`config.mk`:
```
export PLATFORM = sky130hd
export DESIGN_NAME = hfadc_host
export DESIGN_NICKNAME = d
export VERILOG_FILES = /design/src/hfadc_pkg.sv /design/src/hfadc_host.sv /design/src/hfadc_sync.sv
export SDC_FILE = /design/constraint.sdc
export NUM_CORES = 1
export LEC_CHECK = 0
export BUFFER_PORTS_ARGS = -buffer_cell sky130_fd_sc_hd__buf_2
export CAP_MARGIN = 30
export CORE_UTILIZATION = 58
export CTS_CLUSTER_SIZE = 10
export DETAILED_ROUTE_END_ITERATION = 16
export MAX_ROUTING_LAYER = met4
export PLACE_DENSITY_LB_ADDON = 0.15
export SYNTH_ARGS = -nofsm -noshare
export SYNTH_HDL_FRONTEND = slang
export SYNTH_HIERARCHICAL = 1
export SYNTH_SLANG_ARGS = --single-unit
```
`constraint.sdc`:
```
create_clock -name ref_clk -period 2.42 [get_ports ref_clk]
set_input_delay 0.242 -clock ref_clk [delete_from_list [all_inputs] [get_ports ref_clk]]
set_output_delay 0.242 -clock ref_clk [all_outputs]
set_load 0.05 [all_outputs]
```
`src/hfadc_pkg.sv`:
```
/*
 package for the half-flash converter host sequencer: timing constants,
 state encoding and the request/result carriers.
 assumes a 20 MHz ref_clk shared by all users of this package.
*/
package hfadc_pkg;
	// ---------------------------------------------------------------
	// timing
	// ---------------------------------------------------------------
	localparam int CLK_PERIOD_NS = 50;
	localparam int WR_LOW_MIN_NS = 600;
	localparam int RD_GAP_MIN_NS = 600;
	localparam int INT_WAIT_NS = 800;
	localparam int REZERO_MIN_NS = 500;
	localparam int WR_LOW_MAX_US = 50;
	localparam int RD_PHASE_NS = 800;
	// least times round up, longest times round down
	localparam int WR_LOW_CYC = (WR_LOW_MIN_NS + CLK_PERIOD_NS - 1) / CLK_PERIOD_NS;
	localparam int RD_GAP_CYC = (RD_GAP_MIN_NS + CLK_PERIOD_NS - 1) / CLK_PERIOD_NS;
	localparam int INT_WAIT_CYC = (INT_WAIT_NS + CLK_PERIOD_NS - 1) / CLK_PERIOD_NS;
	localparam int REZERO_CYC = (REZERO_MIN_NS + CLK_PERIOD_NS - 1) / CLK_PERIOD_NS;
	localparam int WR_LOW_MAX_CYC = (WR_LOW_MAX_US * 1000) / CLK_PERIOD_NS;
	localparam int RD_TIMEOUT_CYC = (2 * RD_PHASE_NS) / CLK_PERIOD_NS * 2;
	localparam int CNT_W = 12;
	// pins pass three flops and then the agreement stage
	localparam int SYNC_CYC = 4;
	localparam int DATA_W = 8;
	localparam logic [DATA_W-1:0] DATA_RST = 8'h00;

	// ---------------------------------------------------------------
	// states
	// ---------------------------------------------------------------
	typedef enum logic [6:0] {
		HFA_IDLE = 7'h01,
		HFA_WRLOW = 7'h02,
		HFA_GAP = 7'h04,
		HFA_WAITDONE = 7'h08,
		HFA_RDLOW = 7'h10,
		HFA_REZERO = 7'h20,
		HFA_FAULT = 7'h40
	} hfadc_state_e;

	typedef struct packed {
		logic start;
		logic early;
	} hfadc_req_s;

	typedef struct packed {
		logic valid;
		logic overrange;
		logic timeout;
		logic [DATA_W-1:0] data;
	} hfadc_res_s;

	typedef struct packed {
		logic csN;
		logic rdN;
		logic wrN;
	} hfadc_pins_s;

	function automatic logic [CNT_W-1:0] hfadc_dec(input logic [CNT_W-1:0] c);
		hfadc_dec = (c == '0) ? '0 : c - 12'h001;
	endfunction
endpackage

```
`src/hfadc_host.sv`:
```
/*
 host sequencer for an 8-bit two-step flash converter, driving its chip
 select, read and write strobes and capturing data, done and overrange.
 assumes the converter's mode strap is wired to the same level as modeHigh
 and that converter pins arrive asynchronously to ref_clk.
*/
// Operation
// RULE1: strap low read mode, high write-read
// RULE2: read mode: hold read low until done
// RULE3: converter times two 800 ns phases
// RULE4: done low ends conversion, ready shows busy
// RULE5: write strobe low starts conversion
// RULE6: write strobe low at least 600 ns
// RULE7: read no sooner than 600 ns later
// RULE8: done falls about 800 ns after write
// RULE9: early read forces done, presents data
// RULE10: stand-alone: pulse write, data after 800 ns
// RULE11: write strobe low at most 50 us
// RULE12: wait 500 ns re-zero between conversions
// RULE13: converter samples input during strobe low
// RULE14: extra comparator flags overrange
// RULE15: result is upper and lower nibbles
// RULE16: overrange low at end, always driven
// RULE17: data drives once read-mode conversion completes
// RULE18: phase timeouts counted on local clock
module hfadc_host #(
	parameter int WR_HOLD_CYC = hfadc_pkg::WR_LOW_CYC,
	parameter int RD_LIMIT_CYC = hfadc_pkg::RD_TIMEOUT_CYC
) (
	input wire logic ref_clk,
	input wire logic srst,
	input wire logic modeHigh,
	input wire hfadc_pkg::hfadc_req_s req,
	output logic busy,
	output hfadc_pkg::hfadc_res_s res,
	output hfadc_pkg::hfadc_pins_s pins,
	input wire logic [hfadc_pkg::DATA_W-1:0] resultBus,
	input wire logic doneN,
	input wire logic readyIn,
	input wire logic overrange_flag_n
);
	import hfadc_pkg::*;

	// ---------------------------------------------------------------
	// pin synchronisation
	// ---------------------------------------------------------------
	logic [DATA_W+1:0] syncIn;

	hfadc_sync #(.W(DATA_W + 2)) uSync (
		.ref_clk(ref_clk),
		.srst(srst),
		.async({resultBus, doneN, overrange_flag_n}),
		.clean(syncIn)
	);

	logic doneNs;
	logic ovfNs;
	logic [DATA_W-1:0] dataS;
	assign doneNs = syncIn[1];
	assign ovfNs = syncIn[0];
	assign dataS = syncIn[DATA_W+1:2];

	// ---------------------------------------------------------------
	// state
	// ---------------------------------------------------------------
	typedef struct packed {
		hfadc_state_e fsm;
		logic [CNT_W-1:0] cnt;
		logic rdMode;
		logic early;
		logic busy;
		hfadc_res_s res;
		hfadc_pins_s pins;
		logic [CNT_W-1:0] lowLen;
		logic [CNT_W-1:0] sinceWr;
		logic [CNT_W-1:0] idleLen;
	} hfhost_s;

	hfhost_s st, next_st;

	// the bus only turns round once read falls, so data lags done
	logic dataSettled;
	assign dataSettled = (st.cnt <= CNT_W'(RD_LIMIT_CYC - SYNC_CYC));

	function automatic logic [CNT_W-1:0] hfadc_inc(
		input logic [CNT_W-1:0] c
	);
		hfadc_inc = (c == '1) ? c : c + CNT_W'(1);
	endfunction

	always_comb begin
		next_st = st;
		next_st.res.valid = 1'b0;
		next_st.cnt = hfadc_dec(st.cnt);
		unique case (st.fsm)
			HFA_IDLE: begin
				next_st.busy = 1'b0;
				if (req.start) begin
					// RULE1: mode follows strap
					next_st.rdMode = ~modeHigh;
					next_st.early = req.early;
					next_st.busy = 1'b1;
					next_st.res.timeout = 1'b0;
					next_st.pins.csN = 1'b0;
					if (modeHigh) begin
						// RULE5: write low starts
						next_st.pins.wrN = 1'b0;
						next_st.cnt = CNT_W'(WR_HOLD_CYC);
						next_st.fsm = HFA_WRLOW;
					end else begin
						// RULE2: read low starts
						next_st.pins.rdN = 1'b0;
						next_st.cnt = CNT_W'(RD_LIMIT_CYC);
						next_st.fsm = HFA_RDLOW;
					end
				end
			end
			HFA_WRLOW: begin
				// RULE6: hold write low
				// RULE11: well under the 50 us ceiling
				if (st.cnt == '0) begin
					next_st.pins.wrN = 1'b1;
					next_st.cnt = CNT_W'(RD_GAP_CYC);
					next_st.fsm = HFA_GAP;
				end
			end
			HFA_GAP: begin
				// RULE7: wait before read
				if (st.cnt == '0) begin
					if (st.early) begin
						// RULE9: early read
						next_st.pins.rdN = 1'b0;
						next_st.cnt = CNT_W'(RD_LIMIT_CYC);
						next_st.fsm = HFA_RDLOW;
					end else begin
						// RULE8: wait for done
						next_st.cnt = CNT_W'(RD_LIMIT_CYC);
						next_st.fsm = HFA_WAITDONE;
					end
				end
			end
			HFA_WAITDONE: begin
				// RULE10: data follows done
				if (!doneNs) begin
					next_st.pins.rdN = 1'b0;
					next_st.cnt = CNT_W'(RD_LIMIT_CYC);
					next_st.fsm = HFA_RDLOW;
				end else if (st.cnt == '0) begin
					next_st.fsm = HFA_FAULT;
				end
			end
			HFA_RDLOW: begin
				// RULE4: done low ends it
				// RULE17: data valid then
				if (!doneNs && dataSettled) begin
					// RULE15: both nibbles
					next_st.res.data = dataS;
					// RULE14: overrange flag
					// RULE16: captured at end
					next_st.res.overrange = ~ovfNs;
					next_st.res.valid = 1'b1;
					next_st.pins.rdN = 1'b1;
					next_st.pins.csN = 1'b1;
					next_st.cnt = CNT_W'(REZERO_CYC);
					next_st.fsm = HFA_REZERO;
				end else if (st.cnt == '0) begin
					next_st.fsm = HFA_FAULT;
				end
			end
			HFA_REZERO: begin
				// RULE12: re-zero gap
				if (st.cnt == '0) begin
					next_st.busy = 1'b0;
					next_st.fsm = HFA_IDLE;
				end
			end
			HFA_FAULT: begin
				// no answer from converter: release pins, report, re-zero
				next_st.pins = '{csN: 1'b1, rdN: 1'b1, wrN: 1'b1};
				next_st.res.timeout = 1'b1;
				next_st.res.valid = 1'b1;
				next_st.cnt = CNT_W'(REZERO_CYC);
				next_st.fsm = HFA_REZERO;
			end
			default: begin
				next_st.fsm = HFA_IDLE;
			end
		endcase
		// write-low, since-write and chip-select idle lengths for the timing checks, saturating
		next_st.lowLen = next_st.pins.wrN ? '0 : hfadc_inc(st.lowLen);
		next_st.sinceWr = next_st.pins.wrN ? hfadc_inc(st.sinceWr) : '0;
		next_st.idleLen = next_st.pins.csN ? hfadc_inc(st.idleLen) : '0;
	end

	always_ff @(posedge ref_clk) begin
		if (srst) begin
			st <= '{fsm: HFA_IDLE, cnt: '0, rdMode: 1'b0, early: 1'b0,
				busy: 1'b0,
				res: '{valid: 1'b0, overrange: 1'b0, timeout: 1'b0,
				data: DATA_RST},
				pins: '{csN: 1'b1, rdN: 1'b1, wrN: 1'b1},
				lowLen: '0, sinceWr: '1, idleLen: '1};
		end else begin
			st <= next_st;
		end
	end

	assign busy = st.busy;
	assign res = st.res;
	assign pins = st.pins;
endmodule

```
`src/hfadc_sync.sv`:
```
/*
 three-stage input synchroniser with a filter that passes a change once stages two and three agree.
 assumes the input is asynchronous to ref_clk.
*/
module hfadc_sync #(
	parameter int W = 10
) (
	input wire logic ref_clk,
	input wire logic srst,
	input wire logic [W-1:0] async,
	output logic [W-1:0] clean
);
	import hfadc_pkg::*;

	typedef struct packed {
		logic [W-1:0] s1;
		logic [W-1:0] s2;
		logic [W-1:0] s3;
		logic [W-1:0] out;
	} hfsync_s;

	hfsync_s st, next_st;

	always_comb begin
		next_st = st;
		next_st.s1 = async;
		next_st.s2 = st.s1;
		next_st.s3 = st.s2;
		// a change is taken once stages two and three agree
		for (int i = 0; i < W; i++) begin
			if (st.s2[i] == st.s3[i]) begin
				next_st.out[i] = st.s3[i];
			end
		end
	end

	always_ff @(posedge ref_clk) begin
		if (srst) begin
			st <= '{s1: '1, s2: '1, s3: '1, out: '1};
		end else begin
			st <= next_st;
		end
	end

	assign clean = st.out;
endmodule

```
==> run summary <==
The mapped netlist covers 0.003178 mm^2. Summed over all nets, the half-perimeter wirelength after detailed placement is 3.763 mm. For the multi-input gate area in the final layout, the log shows 0.001399 mm^2.

In this run the clock root is driven by a sky130_fd_sc_hd__clkbuf_8. The logs give 0.4724 for the fraction of the yosys area taken by sequential cells and 0 for the number of max-capacitance violations reported. The floorplan step defined a die boundary enclosing 0.005779 mm^2. The flow ran to the end, and the final reports show no timing, DRC or antenna violations. Synthesis handed over a netlist of 335 instances.

The logs give 0 for the number of failing hold endpoints at the final stage and 54 for the maximum number of pins on one net before global-route repair. The net count of the finished layout is 365. The first global-routing pass estimated 9.377 mm of wire. The final core area utilization is 0.6577.

Across the routed clock network, the largest skew measured is 0.01187 ns. Compared with the post-synthesis result, the final layout area differs by 7.716%. The overall global routing resource usage was 0.2124. The tools report the buffer levels on the longest clock path as 2. In the post-synthesis netlist, the biggest area contributors are sky130_fd_sc_hd__dfxtp_1 (47%), sky130_fd_sc_hd__or2_1 (5.9%), sky130_fd_sc_hd__buf_4 (5.7%), sky130_fd_sc_hd__nor2_1 (5.4%), sky130_fd_sc_hd__a21oi_1 (3.3%).

The logs give 0.003227 mm^2 for the total cell area at the placement stage and 0 for the number of failing setup endpoints in the final timing report. The via count of the first global-routing pass came out at 1997. The initial core utilization was 0.6106; the number of top-level pins was 31.

TritonCTS built the clock tree. The run gives 0.6540 as the relative slew slack. The number of port buffers is 29. STA puts the critical path data arrival time at 2.43 ns.

The largest individual stage delay along the critical path comes from the cell sky130_fd_sc_hd__or4_4. The tools report the internal reg-to-reg setup slack as 0.22 ns. The areal power density over the cells came out at 1012 mW/mm^2.

The synthesized design contains 75 register bits. The run gives 0.001501 mm^2 as the register area. The switching share of total power is 0.3373, and the required time at the worst-slack endpoint is 2.65 ns.

The portion of total power attributed to combinational logic came out at 0.315. The clock network fraction of design power came out at 0.267. For this block, the initial DRC count from the detailed router was 171. The first TritonRoute pass finished after 4 iterations.

Walking the worst path, the cells encountered are or4_4 > a211oi_4 > nor3_2 > o41ai_4 > buf_4 > nor2_1. Across the VDD grid, the largest voltage drop is 0.0005005 V. The run gives 1.419 nW as the leakage power. Yosys mapped a number of flops with a built-in enable equal to 0. After detailed routing, the average wire length per cell comes to 12.92 um.

The worst hold path depth was 2. With fillers left out, the area of the finished cells amounts to 0.003423 mm^2. Synthesis instantiated 53 different standard cells from the library.

Of all nets on the critical path, the largest fanout is 9. Number of buffer and inverter stages on the critical path: 1. The vertical die dimension is 76.02 um.

Leaving out fill and tap cells, the most frequent cell in the layout is sky130_fd_sc_hd__dfxtp_1. The routed design could run at a clock period as short as 2.200 ns. The floorplan has 26 rows. The library cells used most frequently in the layout, excluding fill and tap cells, are sky130_fd_sc_hd__dfxtp_1 (75), sky130_fd_sc_hd__nor2_1 (46), sky130_fd_sc_hd__or2_1 (30). The internal power of the cells totals 2.295 mW. STA classifies the critical path startpoint as a flop. The post-route fraction of the period consumed by the critical path came out at 0.9092.

Setup total negative slack on the finished layout was measured at 0 ns. The portion of synthesized cell area occupied by the leading cell type was 0.4724. The prevailing post-synth register cell was sky130_fd_sc_hd__dfxtp_1. In the routed design, unresolved DRC markers number 0.

The number of cells on the worst reg-to-reg path is 6. The sum of overflow across all layers after global routing came out at 0. The count of warnings emitted by yosys was 6; the number of buffers created by CTS was 9.

The detail-routed via count per cell is 5.301, and the total of fill cells in the finished design is 446. The sequential fraction of design power came out at 0.418. For the pin with the worst max-slew slack, the measured transition is 0.5142 ns. The tightest min-delay check is of the primary input to flop type. Timing would allow up to 0.4545 GHz. The H-tree generated during clock tree synthesis spans 3 levels.

In this run the number of cells on the critical path is 6. Dividing the synthesized area by the synthesized cell count gives 9.487 um^2. The count of nets left with antenna violations once routing finished came out at 0. The max-slew violation count was 0; the net switching power was 1.168 mW. The top cell family by delay on the critical path was simple AND/OR/NAND/NOR gates.

The overall via count from detail_route is 2237, and the largest stage delay on the critical path is 0.64 ns. Measured along the x axis, the die boundary spans 76.02 um. The total area inside the core boundary comes to 0.005205 mm^2. Setup repair after global routing left no endpoint under its margin.

In this run the post-CTS setup repair buffer count came out at 0. The worst setup path is captured at a flop. The post-synthesis cell type with the largest combined area is sky130_fd_sc_hd__dfxtp_1. Worst setup path category: flop to flop. For the final hold slack, the log shows 0.07471 ns. The initial antenna violation count is 0, and the net count after synthesis is 353. The proportion of synthesized flip-flops having asynchronous set or reset works out to 0. The total wirelength of the detailed-routed design was 5.453 mm; the final weighted congestion of routability-driven global placement was 0.9120. The share of cells above drive strength 1 is 0.1903, and the latest clock arrival within the worst-skew pair is 0.34 ns. The repair_antennas step left the layout with diodes totalling 0.

Clock-pin slew was measured on the worst setup and hold paths at 0.08 ns. The total clock sinks is 75.
-- layout make-up --
cell class / count / area share
clock buffer: 10 / 0.03728
clock inverter: 6 / 0.01901
inverter: 4 / 0.004386
multi-input combinational: 217 / 0.4086
sequential: 75 / 0.4386
tap: 70 / 0.02558
timing repair buffer: 40 / 0.06652
-- kinds of logic after synthesis --
group                    Yosys count  synth area share
AO/OA/AOI/OAI                     57            0.1315
XOR/XNOR                          11           0.03031
AND/OR/NAND/NOR                  138            0.2409
buffers and inverters             43           0.08858
adder cells (fa/ha/maj)            2          0.007873
multiplexers                       9           0.02835
flip-flops                        75            0.4724
-- routing by layer --
layer / vias up / GRT usage / part of all wire
met5: - / - / 0
met4: 0 / 0.1000 / 0.015
met3: 6 / 0.04790 / 0.030
met2: 42 / 0.2973 / 0.42
met1: 1033 / 0.2910 / 0.53
li1: 1156 / - / -
-- path summary, 6_finish.rpt --
| check | from | to |
|---|---|---|
| max | st[71] | st[57] |
| min reg2reg | uSync/next_st[24] | uSync/next_st[14] |
| max reg2reg | st[71] | st[57] |
| min | resultBus[3] | uSync/next_st[25] |
-- sequential cells by signal (all words and copies together) (netlist names) --
name,count
res,11
busy,1
uSync/clean,10
pins,3
uSync/next_st,20
uSync/st,10
st,20
-- timing repair --
| action | CTS | global route |
|---|---|---|
| setup endpoints to repair | 0 | 6 |
| hold buffers | 0 | 0 |
| resized for setup | 0 | 1 |
-- cell usage after synthesis (4+ instances only) --
cell and count:
sky130_fd_sc_hd__or4_1 4, sky130_fd_sc_hd__nor4_1 4, sky130_fd_sc_hd__buf_4 24, sky130_fd_sc_hd__inv_1 4, sky130_fd_sc_hd__nor2_1 46, sky130_fd_sc_hd__xor2_1 4, sky130_fd_sc_hd__nor3_1 8, sky130_fd_sc_hd__buf_2 4
sky130_fd_sc_hd__nand3_1 4, sky130_fd_sc_hd__dfxtp_1 75, sky130_fd_sc_hd__or2_1 30, sky130_fd_sc_hd__clkbuf_1 6, sky130_fd_sc_hd__nand2b_1 8, sky130_fd_sc_hd__mux2i_1 9, sky130_fd_sc_hd__xnor2_1 7, sky130_fd_sc_hd__a21oi_1 21
sky130_fd_sc_hd__o21bai_1 10, sky130_fd_sc_hd__nand2_1 10, sky130_fd_sc_hd__nand3b_1 4
-- through the flow --
stage               setup WS [ns]  cells  power [mW]
global route               0.1171    422       3.687
finish                     0.2196    422       3.463
global placement           0.2654    406       2.543
CTS                        0.2288    422       3.477
detailed placement         0.2584    406       2.548
floorplan                  0.3022    335       2.312
-- power groups by stage --
stage	sequential [mW]	clock [mW]	combinational, mW
global placement	1.47	0	1.07
CTS	1.45	0.947	1.09
floorplan	1.45	0	0.858
detailed placement	1.47	0	1.07
finish	1.45	0.925	1.09
global route	1.46	1.01	1.21
Power figures use the tool's default switching activity.
